[config.mk]
export PLATFORM = sky130hd
export DESIGN_NAME = bbse_core
export DESIGN_NICKNAME = d
export VERILOG_FILES = /design/src/design/bbse_pkg.sv /design/src/design/bbse_target_adder.sv /design/src/design/bbse_core.sv
export SDC_FILE = /design/constraint.sdc
export NUM_CORES = 1
export LEC_CHECK = 0
export BUFFER_PORTS_ARGS = -buffer_cell sky130_fd_sc_hd__buf_2
export CAP_MARGIN = 10
export CORE_MARGIN = 4
export CORE_UTILIZATION = 54
export DETAILED_ROUTE_END_ITERATION = 10
export PLACE_DENSITY = 0.8
export SYNTH_ARGS = -nofsm -noshare
export SYNTH_HDL_FRONTEND = slang
export SYNTH_SLANG_ARGS = --single-unit
[constraint.sdc]
create_clock -name clk_i -period 2.9 [get_ports clk_i]
set_input_delay 0 -clock clk_i [delete_from_list [all_inputs] [get_ports clk_i]]
set_output_delay 0 -clock clk_i [all_outputs]
set_load 0.1 [all_outputs]
[src/design/bbse_pkg.sv]
package bbse_pkg;

  // =========================================================================
  // Widths
  // =========================================================================
  localparam int unsigned INSTR_W = 16;
  localparam int unsigned PC_W    = 21;
  localparam int unsigned ADDR_W  = 12;
  localparam int unsigned DATA_W  = 8;
  localparam int unsigned BANK_W  = 4;
  localparam int unsigned SHORT_W = 8;
  localparam int unsigned LONG_W  = 11;
  localparam int unsigned BIT_W   = 3;

  // =========================================================================
  // Opcode fields
  // =========================================================================
  localparam int unsigned NZ_OPC_MSB  = 15;
  localparam int unsigned NZ_OPC_LSB  = 8;
  localparam int unsigned JMP_OPC_LSB = 11;
  localparam int unsigned SET_OPC_LSB = 12;
  localparam int unsigned BIT_MSB     = 11;
  localparam int unsigned BIT_LSB     = 9;
  localparam int unsigned ACC_BIT     = 8;
  localparam int unsigned FILE_MSB    = 7;

  localparam logic [7:0] OPC_NZ  = 8'hE1;
  localparam logic [4:0] OPC_JMP = 5'h1A;
  localparam logic [3:0] OPC_SET = 4'h8;

  // =========================================================================
  // Data space
  // =========================================================================
  localparam logic [7:0]        IDX_LIMIT   = 8'h5F;
  localparam logic [7:0]        ACC_SPLIT   = 8'h80;
  localparam logic [BANK_W-1:0] ACC_LO_PAGE = 4'h0;
  localparam logic [BANK_W-1:0] ACC_HI_PAGE = 4'hF;
  localparam logic [DATA_W-1:0] BIT_ONE     = 8'h01;

  // =========================================================================
  // Reset values
  // =========================================================================
  localparam logic [INSTR_W-1:0] IR_RST   = 16'h0000;
  localparam logic [PC_W-1:0]    PC_RST   = 21'h000000;
  localparam logic [ADDR_W-1:0]  ADDR_RST = 12'h000;
  localparam logic [DATA_W-1:0]  DATA_RST = 8'h00;

  typedef enum logic [1:0] {
    BBSE_Q1 = 2'b00,
    BBSE_Q2 = 2'b01,
    BBSE_Q3 = 2'b11,
    BBSE_Q4 = 2'b10
  } bbse_phase_t;

  typedef enum logic [1:0] {
    BBSE_K_NONE = 2'b00,
    BBSE_K_NZ   = 2'b01,
    BBSE_K_JMP  = 2'b11,
    BBSE_K_SET  = 2'b10
  } bbse_kind_t;

endpackage

[src/design/bbse_target_adder.sv]
module bbse_target_adder
  import bbse_pkg::*;
#(
  parameter int unsigned OFF_W = 8
) (
  // Operands
  input  wire logic [PC_W-1:0]  pc_i,
  input  wire logic [OFF_W-1:0] off_i,
  // Result
  output logic      [PC_W-1:0]  target_o
);

  logic [PC_W-1:0] step;

  // =========================================================================
  // Target arithmetic
  // =========================================================================
  // The offset counts words, so it is doubled after sign extension.
  always_comb begin
    step     = {{(PC_W - OFF_W - 1){off_i[OFF_W-1]}}, off_i, 1'b0};
    target_o = pc_i + step;
  end

endmodule

[src/design/bbse_core.sv]
module bbse_core
  import bbse_pkg::*;
(
  // Clock and reset
  input  wire logic               clk_i,
  input  wire logic               reset_i,
  // Instruction feed
  input  wire logic               instr_valid_i,
  input  wire logic [INSTR_W-1:0] instr_i,
  input  wire logic [PC_W-1:0]    pc_inc_i,
  output logic                    instr_ready_o,
  // Core state
  input  wire logic               zero_flag_i,
  input  wire logic [BANK_W-1:0]  bank_page_selector_i,
  input  wire logic               ext_set_en_i,
  input  wire logic [ADDR_W-1:0]  index_base_i,
  // Program counter
  output logic                    pc_load_o,
  output logic [PC_W-1:0]         pc_target_o,
  output logic                    flush_o,
  // Data space
  output logic                    reg_rd_o,
  output logic                    reg_we_o,
  output logic [ADDR_W-1:0]       reg_addr_o,
  output logic [DATA_W-1:0]       reg_wdata_o,
  input  wire logic [DATA_W-1:0]  reg_rdata_i,
  // Phase view
  output logic                    phase_q1_o
);

  // =========================================================================
  // State
  // =========================================================================
  bbse_phase_t          phase_q, phase_d;
  bbse_kind_t           kind_q, kind_d;
  logic [INSTR_W-1:0]   ir_q, ir_d;
  logic [PC_W-1:0]      pc_q, pc_d;
  logic [DATA_W-1:0]    rdata_q, rdata_d;
  logic                 taken_q, taken_d;
  logic                 flush_q, flush_d;
  logic                 ready_q, ready_d;
  logic                 pc_load_q, pc_load_d;
  logic [PC_W-1:0]      target_q, target_d;
  logic                 rd_q, rd_d;
  logic                 we_q, we_d;
  logic [ADDR_W-1:0]    addr_q, addr_d;
  logic [DATA_W-1:0]    wdata_q, wdata_d;
  logic                 q1_q, q1_d;

  logic [PC_W-1:0]      short_target;
  logic [PC_W-1:0]      long_target;
  logic [7:0]           file_f;
  logic [BIT_W-1:0]     bit_b;
  logic                 acc_a;
  logic [ADDR_W-1:0]    eff_addr;
  logic                 accept;

  // =========================================================================
  // Branch targets
  // =========================================================================
  bbse_target_adder #(
    .OFF_W (SHORT_W)
  ) u_short_target (
    .pc_i     (pc_q),
    .off_i    (ir_q[SHORT_W-1:0]),
    .target_o (short_target)
  );

  bbse_target_adder #(
    .OFF_W (LONG_W)
  ) u_long_target (
    .pc_i     (pc_q),
    .off_i    (ir_q[LONG_W-1:0]),
    .target_o (long_target)
  );

  // =========================================================================
  // Data address
  // =========================================================================
  // The file and access field decode reads the instruction word straight from the feed so
  // that the read strobe can go out in the phase after decode.
  always_comb begin
    file_f = instr_i[FILE_MSB:0];
    bit_b  = ir_q[BIT_MSB:BIT_LSB];
    acc_a  = instr_i[ACC_BIT];
    if (acc_a) begin
      eff_addr = {bank_page_selector_i, file_f};
    end else if (ext_set_en_i && (file_f <= IDX_LIMIT)) begin
      eff_addr = index_base_i + {{(ADDR_W - FILE_MSB - 1){1'b0}}, file_f};
    end else if (file_f < ACC_SPLIT) begin
      eff_addr = {ACC_LO_PAGE, file_f};
    end else begin
      eff_addr = {ACC_HI_PAGE, file_f};
    end
  end

  assign accept = (phase_q == BBSE_Q1) && ready_q && instr_valid_i;

  // =========================================================================
  // Next state
  // =========================================================================
  always_comb begin
    phase_d   = phase_q;
    kind_d    = kind_q;
    ir_d      = ir_q;
    pc_d      = pc_q;
    rdata_d   = rdata_q;
    taken_d   = taken_q;
    flush_d   = flush_q;
    pc_load_d = 1'b0;
    target_d  = target_q;
    rd_d      = 1'b0;
    we_d      = 1'b0;
    addr_d    = addr_q;
    wdata_d   = wdata_q;

    unique case (phase_q)
      BBSE_Q1: begin
        phase_d = BBSE_Q2;
        kind_d  = BBSE_K_NONE;
        taken_d = 1'b0;
        if (accept) begin
          ir_d = instr_i;
          pc_d = pc_inc_i;
          if (instr_i[NZ_OPC_MSB:NZ_OPC_LSB] == OPC_NZ) begin
            kind_d = BBSE_K_NZ;
          end else if (instr_i[NZ_OPC_MSB:JMP_OPC_LSB] == OPC_JMP) begin
            kind_d = BBSE_K_JMP;
          end else if (instr_i[NZ_OPC_MSB:SET_OPC_LSB] == OPC_SET) begin
            kind_d = BBSE_K_SET;
            rd_d   = 1'b1;
            addr_d = eff_addr;
          end
        end
      end
      BBSE_Q2: begin
        phase_d = BBSE_Q3;
        rdata_d = reg_rdata_i;
      end
      BBSE_Q3: begin
        phase_d = BBSE_Q4;
        if (kind_q == BBSE_K_NZ) begin
          taken_d   = !zero_flag_i;
          pc_load_d = !zero_flag_i;
          target_d  = short_target;
        end else if (kind_q == BBSE_K_JMP) begin
          taken_d   = 1'b1;
          pc_load_d = 1'b1;
          target_d  = long_target;
        end else if (kind_q == BBSE_K_SET) begin
          we_d    = 1'b1;
          wdata_d = rdata_q | (BIT_ONE << bit_b);
        end
      end
      BBSE_Q4: begin
        phase_d = BBSE_Q1;
        // A taken branch turns the next instruction cycle into a flush, so
        // the already fetched word is dropped rather than executed.
        flush_d = taken_q;
      end
    endcase

    ready_d = (phase_d == BBSE_Q1) && !flush_d;
    q1_d    = (phase_d == BBSE_Q1);
  end

  // =========================================================================
  // Registers
  // =========================================================================
  always_ff @(posedge clk_i) begin
    if (reset_i) begin
      phase_q   <= BBSE_Q1;
      kind_q    <= BBSE_K_NONE;
      ir_q      <= IR_RST;
      pc_q      <= PC_RST;
      rdata_q   <= DATA_RST;
      taken_q   <= 1'b0;
      flush_q   <= 1'b0;
      ready_q   <= 1'b1;
      pc_load_q <= 1'b0;
      target_q  <= PC_RST;
      rd_q      <= 1'b0;
      we_q      <= 1'b0;
      addr_q    <= ADDR_RST;
      wdata_q   <= DATA_RST;
      q1_q      <= 1'b1;
    end else begin
      phase_q   <= phase_d;
      kind_q    <= kind_d;
      ir_q      <= ir_d;
      pc_q      <= pc_d;
      rdata_q   <= rdata_d;
      taken_q   <= taken_d;
      flush_q   <= flush_d;
      ready_q   <= ready_d;
      pc_load_q <= pc_load_d;
      target_q  <= target_d;
      rd_q      <= rd_d;
      we_q      <= we_d;
      addr_q    <= addr_d;
      wdata_q   <= wdata_d;
      q1_q      <= q1_d;
    end
  end

  // =========================================================================
  // Outputs
  // =========================================================================
  assign instr_ready_o = ready_q;
  assign pc_load_o     = pc_load_q;
  assign pc_target_o   = target_q;
  assign flush_o       = flush_q;
  assign reg_rd_o      = rd_q;
  assign reg_we_o      = we_q;
  assign reg_addr_o    = addr_q;
  assign reg_wdata_o   = wdata_q;
  assign phase_q1_o    = q1_q;

endmodule

==> results.md, run 1 <==
- In the final timing run, aggregate negative setup slack is 0 ns.
- The largest delay contributor family on the critical path is compound AO/OA/AOI/OAI gates.
- The pre-CTS worst setup slack is 0.1122 ns.
- The classification of the worst-slack hold path is input pin to flop.
- Synthesis handed over a netlist of between 600 and 700 instances.
- The synthesized design contains 93 register bits.
- At the pin with the least slew margin, the transition time is roughly 1 ns.
- In this run the power spent charging and discharging nets is 0.7688 mW.
- In this run the mean area of a mapped cell was 7.812 µm².
- The internal power of the cells is approximately 1.9 mW.
- Power spread over the standard cell area amounts to ~420 nW/µm².
- The number of diodes is 0.
- The via count of the first global-routing pass is about 5,300.
- The number of port buffers is around 110.
- The clock latency reported for the late side of the worst-skew pair is ~0.36 ns.
- Detailed placement finished with a half-perimeter wire length of ~11,000 µm.
- The congestion estimate from routability-driven global placement came to a little under 0.9.
- In this run the static leakage power is 2.705 nW.
- Data on the critical path arrives at its endpoint at between 2 and 3 ns.
- The maximum vdd drop is 350.6 µV.
- In this design, the stage delay of the slowest critical-path cell is 0.36 ns.
- The clock-pin slew of the registers on the worst-case setup and hold paths is 0.10 ns.
- The largest fanout of any net on the critical path is 7.
- In this run the remaining antenna-violating nets after routing total 0.
- The highest clock rate is ~370 MHz.
- The number of clock sinks seen by CTS is 93.
- In the routed layout, each cell is associated on average with a via count of between 5 and 6.
- The number of rows created at floorplan is 34.
- The standard cell core area is between 8000 and 9000 µm².
- During I/O placement, the number of pins put on the boundary was around 110.
- In the post-route analysis, the smallest setup slack over all paths is between 0.2 and 0.25 ns.
- Headroom to the max-slew limit came out at 0.3366.
- The part of the power in combinational logic is 0.161.
- The overall die width is just over 100 µm.
- The first routing iteration left roughly 380 violations.
- Synthesis produced a netlist with a net count of approximately 730.
- The biggest area contributor in the post-synthesis netlist is sky130_fd_sc_hd__dfxtp_1.
- The number of flops mapped to enable cells by yosys is 0.
- The starting utilization of the core area is 0.5607.
- The number of vias after detailed routing is between 5,000 and 6,000.
- The first-pass iteration count of the detailed router is 5.
- Relative to the synthesized area, the layout overhead comes to 27.39%.
- The share of post-route cells with drive strength above 1 is 0.1987.
- The final-report max-slew violation count is 0.
- The post-layout utilization of the core is 0.7143.
- The library cell used most frequently in the layout, excluding fill and tap cells, is sky130_fd_sc_hd__nand2_1.
- The nature of the critical path endpoint is a flop.
- Counting distinct cell types in the post-synthesis netlist gives a little under 60.
- The count of buffering cells on the critical path with inverters included is 2.
- The routed wire length per instance is around 17 µm.
- The number of remaining DRC errors is 0.
- Of the total power, the share spent switching nets is 0.2891.
- After layout, the design draws a total of ~2.7 mW.
- At the worst endpoint, the required time is 3.15 ns.
- The number of buffers created by CTS is 9.
- Setup repair after global routing left no endpoint under its margin.
- Entering global routing, the biggest net connects 65 pins.
- The number of failing setup endpoints in the final timing report is 0.
- The total count of hold-check failures in the final report is 0.
- The cell at the root of the clock tree is sky130_fd_sc_hd__clkbuf_8.
- The overall die area is ~11,000 µm².
- The launching element type of the critical path is a flop.
- After synthesis the cells add up to about 4900 µm².
- The setup clock skew after layout is 0.01421 ns.
- The critical path's slowest cell is sky130_fd_sc_hd__dfxtp_1.
- The setup path with the least slack is of type flop to flop.
- The maximum clock insertion buffer count is 2.
- The smallest clock period supported by the final layout is computed as ~2.7 ns.
- In the global route stage, overall resource usage came out at 0.2830.
- Of the synthesized area, sequential elements account for 0.3771.
- Across the run, the number of max-cap violations was 0.
- The portion of synthesized cell area occupied by the leading cell type is 0.3771.
- The proportion of register bits with asynchronous set or reset after synthesis is 0.
- The post-CTS setup-driven buffer insertion count is 0.
- The total congestion overflow is 0.
- The number of antenna violations at the first check in global routing was 0.
- TritonCTS built the clock tree.
- The final layout contains approximately 880 nets.
- The sum of routed wire length over all layers is ~15,000 µm.
- The die is around 100 µm tall.
- The run finished with clean final reports.
- After synthesis, the cell types taking the most area are sky130_fd_sc_hd__dfxtp_1 38%, sky130_fd_sc_hd__nand2_1 9.4%, sky130_fd_sc_hd__a21oi_1 8.2%, sky130_fd_sc_hd__ha_1 7.1%, sky130_fd_sc_hd__o21ai_0 3.6%.
- Yosys printed 0 warnings.
- The share of total power dissipated in sequential elements is 0.503.
- The top cell types in the final layout, fill and taps aside, are 124 x sky130_fd_sc_hd__nand2_1, 112 x sky130_fd_sc_hd__buf_2, 92 x sky130_fd_sc_hd__dfxtp_1, 80 x sky130_fd_sc_hd__a21oi_1, 44 x sky130_fd_sc_hd__dlygate4sd3_1.
- The signal on the critical path passes through nand3b_1, a21boi_1, inv_1, buf_4, ha_1, nand2_1, o211ai_1, and3_1, o31ai_1, a211o_1, o211ai_1.
- The first global-routing pass estimated between 20,000 and 30,000 µm of wire.
- The post-route clock period utilization is 0.9225.
- Among all flip-flop cells after synthesis, the most frequent one is sky130_fd_sc_hd__dfxtp_1.
- The cell that appears most often on the critical path is sky130_fd_sc_hd__o211ai_1.
- The H-tree depth is 3.
- Of the total power, the clock network draws 0.336.
==> kinds of logic (layout without fill, tap and decap cells) <==
| kind of cell | after synthesis | count (layout) | share of synthesized area |
|---|---|---|---|
| AND/OR/NAND/NOR | 264 | 264 | 0.2532 |
| AO/OA/AOI/OAI | 178 | 178 | 0.2174 |
| buffers and inverters | 49 | 207 | 0.03903 |
| XOR/XNOR | 9 | 9 | 0.01596 |
| adder cells (fa/ha/maj) | 30 | 30 | 0.07907 |
| multiplexers | 9 | 9 | 0.01825 |
| flip-flops | 93 | 93 | 0.3771 |
==> sequential cells by signal (all words and copies together), names as in the netlist <==
name,count
reg_we_o,1
rdata_q,8
pc_target_o,21
phase_q1_o,1
taken_q,1
pc_q,21
reg_rd_o,1
ir_q,12
kind_q,2
phase_q,2
pc_load_o,1
reg_wdata_o,8
flush_o,1
instr_ready_o,1
reg_addr_o,12
==> worst register-to-register path, stage by stage (launching register included) <==
cell	delay, ns
sky130_fd_sc_hd__dfxtp_1	0.36
sky130_fd_sc_hd__nand3b_1	0.15
sky130_fd_sc_hd__a21boi_1	0.25
sky130_fd_sc_hd__inv_1	0.15
sky130_fd_sc_hd__buf_4	0.19
sky130_fd_sc_hd__ha_1	0.36
sky130_fd_sc_hd__nand2_1	0.24
sky130_fd_sc_hd__o211ai_1	0.13
sky130_fd_sc_hd__and3_1	0.19
sky130_fd_sc_hd__o31ai_1	0.33
sky130_fd_sc_hd__a211o_1	0.16
sky130_fd_sc_hd__o211ai_1	0.07
==> per-layer routing <==
layer  GRT usage  routed length [µm]  share of wire  vias up
li1            -                   -              -     2555
met3     0.05535                1057          0.069       45
met4      0.1159                 539          0.035        0
met1      0.3596                6493           0.43     2447
met2      0.4720                7153           0.47      214
met5           0                   0              0        -
==> final timing paths <==
path,start,to,slack (ns),depth (start not counted)
max reg2reg,kind_q[1]$_SDFFE_PP0P_,pc_target_o[20]$_SDFFE_PP0P_,0.22,11
max,kind_q[1]$_SDFFE_PP0P_,pc_target_o[20]$_SDFFE_PP0P_,0.22,11
min,instr_i[13],kind_q[1]$_SDFFE_PP0P_,0.009,3
min reg2reg,reg_addr_o[1]$_SDFFE_PP0P_,reg_addr_o[1]$_SDFFE_PP0P_,0.45,2
==> through the flow <==
stage	area, µm²	instances	hold WS (ns)
detailed placement	5643	839	0.2549
floorplan	4937	632	0.1360
CTS	6280	898	0.001466
global placement	5643	839	0.2374
global route	6290	898	0.02368
finish	6290	898	0.008843
==> synthesized netlist by cell type, types with 3 or more instances <==
cell type,n
sky130_fd_sc_hd__nand4_1,7
sky130_fd_sc_hd__ha_1,28
sky130_fd_sc_hd__a211oi_1,5
sky130_fd_sc_hd__nand2_1,124
sky130_fd_sc_hd__xnor2_1,5
sky130_fd_sc_hd__nor3b_1,3
sky130_fd_sc_hd__buf_2,4
sky130_fd_sc_hd__nand3b_1,3
sky130_fd_sc_hd__nor2b_1,6
sky130_fd_sc_hd__nor3_1,14
sky130_fd_sc_hd__o21ai_0,36
sky130_fd_sc_hd__nand3_1,21
sky130_fd_sc_hd__a21oi_1,81
sky130_fd_sc_hd__o211ai_1,7
sky130_fd_sc_hd__a311oi_1,3
sky130_fd_sc_hd__a21boi_0,4
sky130_fd_sc_hd__o21a_1,6
sky130_fd_sc_hd__clkbuf_1,23
sky130_fd_sc_hd__a31oi_1,9
sky130_fd_sc_hd__nand2b_1,7
sky130_fd_sc_hd__dfxtp_1,93
sky130_fd_sc_hd__or3_1,8
sky130_fd_sc_hd__and3_1,11
sky130_fd_sc_hd__inv_1,18
sky130_fd_sc_hd__xor2_1,4
sky130_fd_sc_hd__mux2i_1,9
sky130_fd_sc_hd__nor2_1,41
sky130_fd_sc_hd__buf_1,3
sky130_fd_sc_hd__a21o_1,5
sky130_fd_sc_hd__o31ai_1,3
sky130_fd_sc_hd__o22ai_1,3
sky130_fd_sc_hd__and4_1,3
==> area by class of cell <==
| type | instances | area [µm²] |
|---|---|---|
| multi-input cells | 490 | 2892 |
| fillers | 698 | 2516 |
| flip-flops and latches | 93 | 1863 |
| repair buffers | 174 | 1136 |
| well taps | 108 | 135.1 |
| clock buffers | 9 | 123.9 |
| clock inverters | 6 | 72.57 |
| inverters | 18 | 67.56 |
==> power by group through the flow <==
stage	Sequential (mW)	Clock, mW	Combinational, mW
after global placement	1.36	0	0.363
after detailed placement	1.36	0	0.372
after floorplan	1.38	0	0.219
after global routing	1.34	0.954	0.471
after CTS	1.34	0.895	0.420
final	1.34	0.892	0.429
==> timing repair <==
action	in CTS	in global routing
endpoints found under the setup margin	0	5
hold endpoints to repair	50	0
resized for setup	0	4
hold buffers	44	0
Note: power is estimated with default switching activity, not from simulation.
==> run 2: changes to the inputs <==
- CTS_BUF_LIST: default -> sky130_fd_sc_hd__clkbuf_16
==> results.md, run 2 (synthesis results as in run 1) <==
- The run finished with clean final reports.
- The area overhead of the layout relative to synthesis is 28.84%.
- The maximum vdd drop came to 392.9 µV (+12%).
- The starting utilization of the core area is 0.5607 (unchanged).
- The standard cell core area is 8806 µm² (unchanged).
- The sum of routed wire length over all layers is 15,050 µm (-1.2%).
- Walking the worst path, the cells encountered are nand3b_1, a21boi_1, inv_1, buf_4, ha_1, nand2_1, o211ai_1, and3_1, o31ai_1, a21oi_1, o211ai_1.
- The slew at the pin closest to its max-slew limit was 0.9984 ns (+0.01085 ns).
- The maximum cell stage delay along the critical path was 0.35 ns (about the same).
- The vertical extent of the die is 103.6 µm (unchanged).
- The max capacitance violation total came to 0 (unchanged).
- The setup clock skew after layout is 0.005158 ns (-0.009051 ns).
- The final design area excluding fillers is 6361 µm² (+1.1%).
- The number of non-filler instances in the completed layout is 895 (-0.33%).
- The cell at the root of the clock tree is sky130_fd_sc_hd__clkbuf_16.
- The clock-pin slew of the registers on the worst-case setup and hold paths is 0.07 ns (-0.03 ns).
- The number of port buffers is 112 (unchanged).
- The number of failing setup endpoints in the final timing report is 0 (unchanged).
- The highest clock rate is 377.1 MHz (+0.90%).
- The count of buffering cells on the critical path with inverters included is 2 (unchanged).
- The total power is 2.960 mW (+11%).
- The arrival time reported for the critical path endpoint was 2.92 ns (about the same).
- On the critical path, the stage with the largest delay is an instance of sky130_fd_sc_hd__dfxtp_1.
- The number of rows created at floorplan is 34 (unchanged).
- The required time reported for the critical path endpoint was 3.16 ns (about the same).
- The global-route wire length before repair is 25,260 µm (-0.84%).
- The share of post-route cells with drive strength above 1 came to 0.1995 (+0.0007576).
- The largest delay contributor family on the critical path is compound AO/OA/AOI/OAI gates.
- The via count of the first global-routing pass came to 5,251 (-0.57%).
- The overall die area is 10,740 µm² (unchanged).
- The pre-CTS worst setup slack is 0.1122 ns (unchanged).
- The post-route clock period utilization was 0.9143 (-0.008184).
- STA classifies the critical path startpoint as a flop.
- The net total in the final layout came to 879 (-0.34%).
- The maximum number of pins on one net before global-route repair was 65 (unchanged).
- The clock latency reported for the late side of the worst-skew pair is 0.34 ns (-0.02 ns).
- The classification of the worst-slack hold path is input pin to flop.
- The number of vias per cell was 5.924 (+1.1%).
- The worst setup path is of the flop to flop kind.
- The largest fanout of any net on the critical path is 7 (unchanged).
- The overall routing resource usage is 0.2803 (-0.002709).
- The clock period minus worst slack is 2.651 ns (-0.02373 ns).
- The number of DRC violations after detailed-routing iteration 0 is 368 (-1.9%).
- The number of clock sinks seen by CTS is 93 (unchanged).
- The number of vias after detailed routing was 5,302 (+0.78%).
- The number of placed instances with taps included came to 839 (unchanged).
- The first-pass iteration count of the detailed router is 5 (unchanged).
- The number of diodes is 0 (unchanged).
- The worst-case headroom to the max-slew limit came to 0.3293 (-0.007291).
- STA classifies the critical path endpoint as a flop.
- The post-CTS setup-driven buffer insertion count is 0 (unchanged).
- The most common cell after layout, fill and taps aside is sky130_fd_sc_hd__nand2_1.
- The clock tree from TritonCTS is built.
- Setup repair after global routing left no endpoint under its margin.
- The overall die width is 103.6 µm (unchanged).
- The worst hold slack after final layout is 0.01430 ns (+0.005455 ns).
- The total cell area at the placement stage came to 5643 µm² (unchanged).
- The final-report max-slew violation count is 0 (unchanged).
- The boundary pin count came to 113 (unchanged).
- The number of remaining DRC errors is 0 (unchanged).
- The total congestion overflow is 0 (unchanged).
- The final weighted congestion in routability-driven placement was 0.8837 (unchanged).
- The final-layout setup total negative slack was 0 ns (unchanged).
- The remaining number of nets flagged by the antenna check after routing was 0 (unchanged).
- The total power density per cell area was 465.4 nW/µm² (+10%).
- Leaving out fill and tap cells, the most frequent cells in the layout are 124 x sky130_fd_sc_hd__nand2_1, 112 x sky130_fd_sc_hd__buf_2, 92 x sky130_fd_sc_hd__dfxtp_1, 80 x sky130_fd_sc_hd__a21oi_1.
- The maximum clock insertion buffer count was 2 (unchanged).
- The HPWL after detailed placement came to 10,850 µm (unchanged).
- The total count of hold-check failures in the final report is 0 (unchanged).
- The number of antenna violations at the first check in global routing is 0 (unchanged).
- The routed wire length per instance is 16.82 µm (-0.90%).
- The number of buffers created by CTS was 9 (unchanged).
- The H-tree depth is 3 (unchanged).
- The final worst slack is 0.2485 ns (+0.02373 ns).
- The post-layout utilization of the core is 0.7224 (+0.008099).
- The leakage power is 2.739 nW (+1.2%).
- Counting stages on the worst path, the most repeated cell is sky130_fd_sc_hd__o211ai_1.
==> run 2: changes by cell type in the layout (fill, tap and decap cells not counted) <==
cell and change:
sky130_fd_sc_hd__dlygate4sd3_1 -3, sky130_fd_sc_hd__clkbuf_8 -9, sky130_fd_sc_hd__clkbuf_16 +9
==> run 2: area by class of cell <==
type	count	area, µm²
Multi-Input combinational cell	490	2892
Fill cell	676	2445
Sequential cell	93	1863
Timing Repair Buffer	171	1106
Clock buffer	9	225.2
Tap cell	108	135.1
Clock inverter	6	72.57
Inverter	18	67.56
==> run 2: tightest hold or removal path: stages <==
cell and delay [ns]:
sky130_fd_sc_hd__buf_2 0.10, sky130_fd_sc_hd__o21bai_1 0.11, sky130_fd_sc_hd__a31oi_1 0.09
==> run 2: repair_timing <==
item | in CTS | in global routing
hold buffers | 41 | 0
resized for setup | 0 | 4
endpoints found under the hold margin | 43 | 0
setup endpoints to repair | 0 | 5
==> run 2: worst paths after layout <==
| kind | from | end | slack (ns) | depth (start not counted) |
|---|---|---|---|---|
| worst min-delay path | bank_page_selector_i[3] | reg_addr_o[11]$_SDFFE_PP0P_ | 0.01 | 3 |
| worst max-delay path | kind_q[1]$_SDFFE_PP0P_ | pc_target_o[20]$_SDFFE_PP0P_ | 0.25 | 11 |
| worst min register to register | reg_addr_o[1]$_SDFFE_PP0P_ | reg_addr_o[1]$_SDFFE_PP0P_ | 0.45 | 2 |
| worst max register to register | kind_q[1]$_SDFFE_PP0P_ | pc_target_o[20]$_SDFFE_PP0P_ | 0.25 | 11 |
==> run 2: where the power goes <==
part | total, mW | internal [mW] | switching, mW | leakage (nW)
clock network | 1.20 | 0.673 | 0.525 | 0.136
registers | 1.34 | 1.31 | 0.0289 | 0.755
logic | 0.425 | 0.176 | 0.249 | 1.85
==> run 2: layer usage <==
metal	GRT usage	routed length, µm	vias to the layer above
met4	0.1111	508	0
met2	0.4650	7083	248
met3	0.05162	1065	46
li1	-	-	2555
met1	0.3616	6397	2453
met5	0	0	-
==> run 3: changes to the inputs <==
- BUFFER_PORTS_ARGS: -buffer_cell sky130_fd_sc_hd__buf_2 -> default
- CORE_UTILIZATION: 54 -> 60
- DONT_BUFFER_PORTS: default -> 1
- PLACE_DENSITY: 0.8 -> 0.76
==> results.md, run 3 (synthesis results as in run 1) <==
- The run finished with clean final reports.
- The clock period minus worst slack is 2.666 ns (+0.01477 ns).
- The post-route clock period utilization was 0.9194 (+0.005093).
- The post-layout utilization of the core was 0.7907 (+0.06829).
- The launching element type of the critical path is a flop.
- The maximum number of pins on one net before global-route repair was 78 (+20%).
- The HPWL after detailed placement is 10,080 µm (-7.1%).
- Traced cell by cell, the critical path runs through and4bb_1, buf_4, nand4b_1, or3b_2, dlygate4sd3_1, a21oi_1.
- The cell depth of the worst hold path came to 2 (-1).
- The remaining number of nets flagged by the antenna check after routing was 0 (unchanged).
- Setup repair after global routing left no endpoint under its margin.
- The via count of the first global-routing pass came to 5,061 (-3.6%).
- The number of rows created at floorplan came to 32 (-5.9%).
- The number of buffers created by CTS came to 9 (unchanged).
- The reg-to-reg startpoint is phase_q[1]$_SDFF_PP0_.
- TritonCTS built the clock tree.
- The global-route wire length before repair is 25,530 µm (+1.1%).
- The slew at the pin closest to its max-slew limit was 1.000 ns (+0.001600 ns).
- The number of antenna violations at the first check in global routing is 1 (+1).
- The overall routing resource usage came to 0.3261 (+0.04580).
- The share of post-route cells with drive strength above 1 came to 0.1159 (-0.08363).
- The number of port buffers is 0 (-100%).
- The vertical extent of the die is 98.71 µm (-4.7%).
- In this run the clock root is driven by a sky130_fd_sc_hd__clkbuf_16.
- The length in cells of the worst reg-to-reg path came to 6 (-5).
- The overall die area came to 9744 µm² (-9.3%).
- The post-CTS setup-driven buffer insertion count came to 0 (unchanged).
- The classification of the worst-slack hold path is input pin to flop.
- The worst hold path begins at reset_i.
- The critical path's slowest cell is sky130_fd_sc_hd__dlygate4sd3_1.
- The clock latency reported for the late side of the worst-skew pair came to 0.35 ns (about the same).
- The number of vias after detailed routing is 5,197 (-2.0%).
- The path with the worst hold slack has its endpoint at phase_q[0]$_SDFF_PP0_.
- The largest fanout of any net on the critical path came to 34 (+27).
- Compared with the post-synthesis result, the final layout area differs by 25.67%.
- The most common cell after layout, fill and taps aside is sky130_fd_sc_hd__nand2_1.
- The total count of hold-check failures in the final report is 0 (unchanged).
- The uppermost layer routed is met4.
- The required time reported for the critical path endpoint is 3.17 ns (about the same).
- The overall die width is 98.71 µm (-4.7%).
- The capturing point of the worst reg2reg path is kind_q[1]$_SDFFE_PP0P_.
- The first-pass iteration count of the detailed router is 7 (+2).
- The starting utilization of the core area is 0.6291 (+0.06847).
- The maximum cell stage delay along the critical path is 0.57 ns (+0.22 ns).
- The met1 routed wirelength after detailed routing is 6015 µm (-6.0%).
- The worst-case headroom to the max-slew limit is 0.3324 (+0.003143).
- STA classifies the critical path endpoint as a flop.
- The routed length on met2 is 8030 µm (+13%).
- The standard cell core area is 7848 µm² (-11%).
- The setup clock skew after layout is 0.01286 ns (+0.007699 ns).
- The final weighted congestion in routability-driven placement is 0.8551 (-3.2%).
- The net total in the final layout is 816 (-7.2%).
- The clock-pin slew of the registers on the worst-case setup and hold paths is 0.08 ns (about the same).
- The number of vias per cell came to 6.277 (+6.0%).
- The worst-case register-to-register setup slack is 0.23 ns (about the same).
- The number of remaining DRC errors is 0 (unchanged).
- The kind of critical path is flop to flop.
- The highest clock rate is 375.1 MHz (-0.55%).
- The routed wire length per instance is 19.43 µm (+16%).
- The library cells used most frequently in the layout, excluding fill and tap cells, are 124 x sky130_fd_sc_hd__nand2_1, 93 x sky130_fd_sc_hd__dfxtp_1, 81 x sky130_fd_sc_hd__a21oi_1, 56 x sky130_fd_sc_hd__buf_4, 51 x sky130_fd_sc_hd__dlygate4sd3_1.
- The final-report max-slew violation count is 0 (unchanged).
- The total met3 wirelength after detailed routing is 1389 µm (+30%).
- The arrival time reported for the critical path endpoint is 2.94 ns (+0.02 ns).
- The total congestion overflow was 0 (unchanged).
- The total power density per cell area is 467.9 nW/µm² (+0.55%).
- The final-layout setup total negative slack is 0 ns (unchanged).
- The max capacitance violation total is 0 (unchanged).
- The number of DRC violations after detailed-routing iteration 0 is 291 (-21%).
- The maximum vdd drop was 327.8 µV (-17%).
- The sum of routed wire length over all layers is 16,090 µm (+6.9%).
- The worst hold slack after final layout is 0.02237 ns (+0.008070 ns).
- The boundary pin count came to 113 (unchanged).
- The leakage power was 2.494 nW (-8.9%).
- The maximum clock insertion buffer count is 2 (unchanged).
- The number of failing setup endpoints in the final timing report is 0 (unchanged).
- The number of clock sinks seen by CTS is 93 (unchanged).
- The H-tree depth came to 3 (unchanged).
run 3: cell types whose count changed in the layout (fill, tap and decap cells not counted), moves of 2 or more:
cell / change
sky130_fd_sc_hd__buf_4: +38
sky130_fd_sc_hd__clkinvlp_4: -2
sky130_fd_sc_hd__clkinv_4: +2
sky130_fd_sc_hd__dlygate4sd3_1: +10
sky130_fd_sc_hd__inv_8: +2
sky130_fd_sc_hd__buf_2: -112
run 3: worst max path at each step:
stage          cells after the start  slack (ns)                            to                    from
6_report                           6        0.23        kind_q[1]$_SDFFE_PP0P_   phase_q[1]$_SDFF_PP0_
5_1_grt                           10        0.04  pc_target_o[15]$_SDFFE_PP0P_  kind_q[0]$_SDFFE_PP0P_
4_1_cts                           10        0.06  pc_target_o[15]$_SDFFE_PP0P_  kind_q[0]$_SDFFE_PP0P_
3_5_place_dp                      10        0.11  pc_target_o[15]$_SDFFE_PP0P_  kind_q[0]$_SDFFE_PP0P_
3_3_place_gp                      10        0.18  pc_target_o[15]$_SDFFE_PP0P_  kind_q[0]$_SDFFE_PP0P_
2_1_floorplan                     11        0.31  pc_target_o[15]$_SDFFE_PP0P_  kind_q[1]$_SDFFE_PP0P_
run 3: layout make-up:
| cell class | instances | area, µm² |
|---|---|---|
| flip-flops and latches | 93 | 1862 |
| fillers | 545 | 1643 |
| multi-input cells | 490 | 2887 |
| well taps | 102 | 127.6 |
| diodes | 1 | 2.502 |
| inverters | 18 | 67.56 |
| repair buffers | 108 | 958.4 |
| clock buffers | 9 | 225.2 |
| clock inverters | 7 | 75.07 |
run 3: power breakdown:
part	leakage (nW)	switching, mW	internal [mW]
logic	1.60	0.224	0.154
registers	0.754	0.0338	1.31
clock network	0.144	0.573	0.611
run 3: metrics by stage:
step	cells	area [µm²]	worst slack, ns	power (mW)
CTS	827	6198	0.06171	2.888
global placement	759	5360	0.1806	1.642
floorplan	632	4937	0.3074	1.600
global route	828	6205	0.03548	2.990
detailed placement	759	5360	0.1110	1.651
finish	828	6205	0.2338	2.903
run 3: what timing repair did:
item,CTS,global route
hold endpoints to repair,81,0
hold buffers,52,0
endpoints found under the setup margin,0,6
gates resized for setup,0,3
run 3: worst max-delay path, delay by kind of cell (launching register included):
family                 cells  cell delay, ns
buffers and inverters      2            0.97
DFF                        1            0.40
AOI/OAI and AO/OA          1            0.12
and+or+nand+nor            3            1.09
run 3: metal layers:
layer | GRT usage | vias up
li1 | - | 2440
met1 | 0.3807 | 2405
met2 | 0.5866 | 292
met3 | 0.05945 | 60
met4 | 0.1324 | 0
met5 | 0 | -
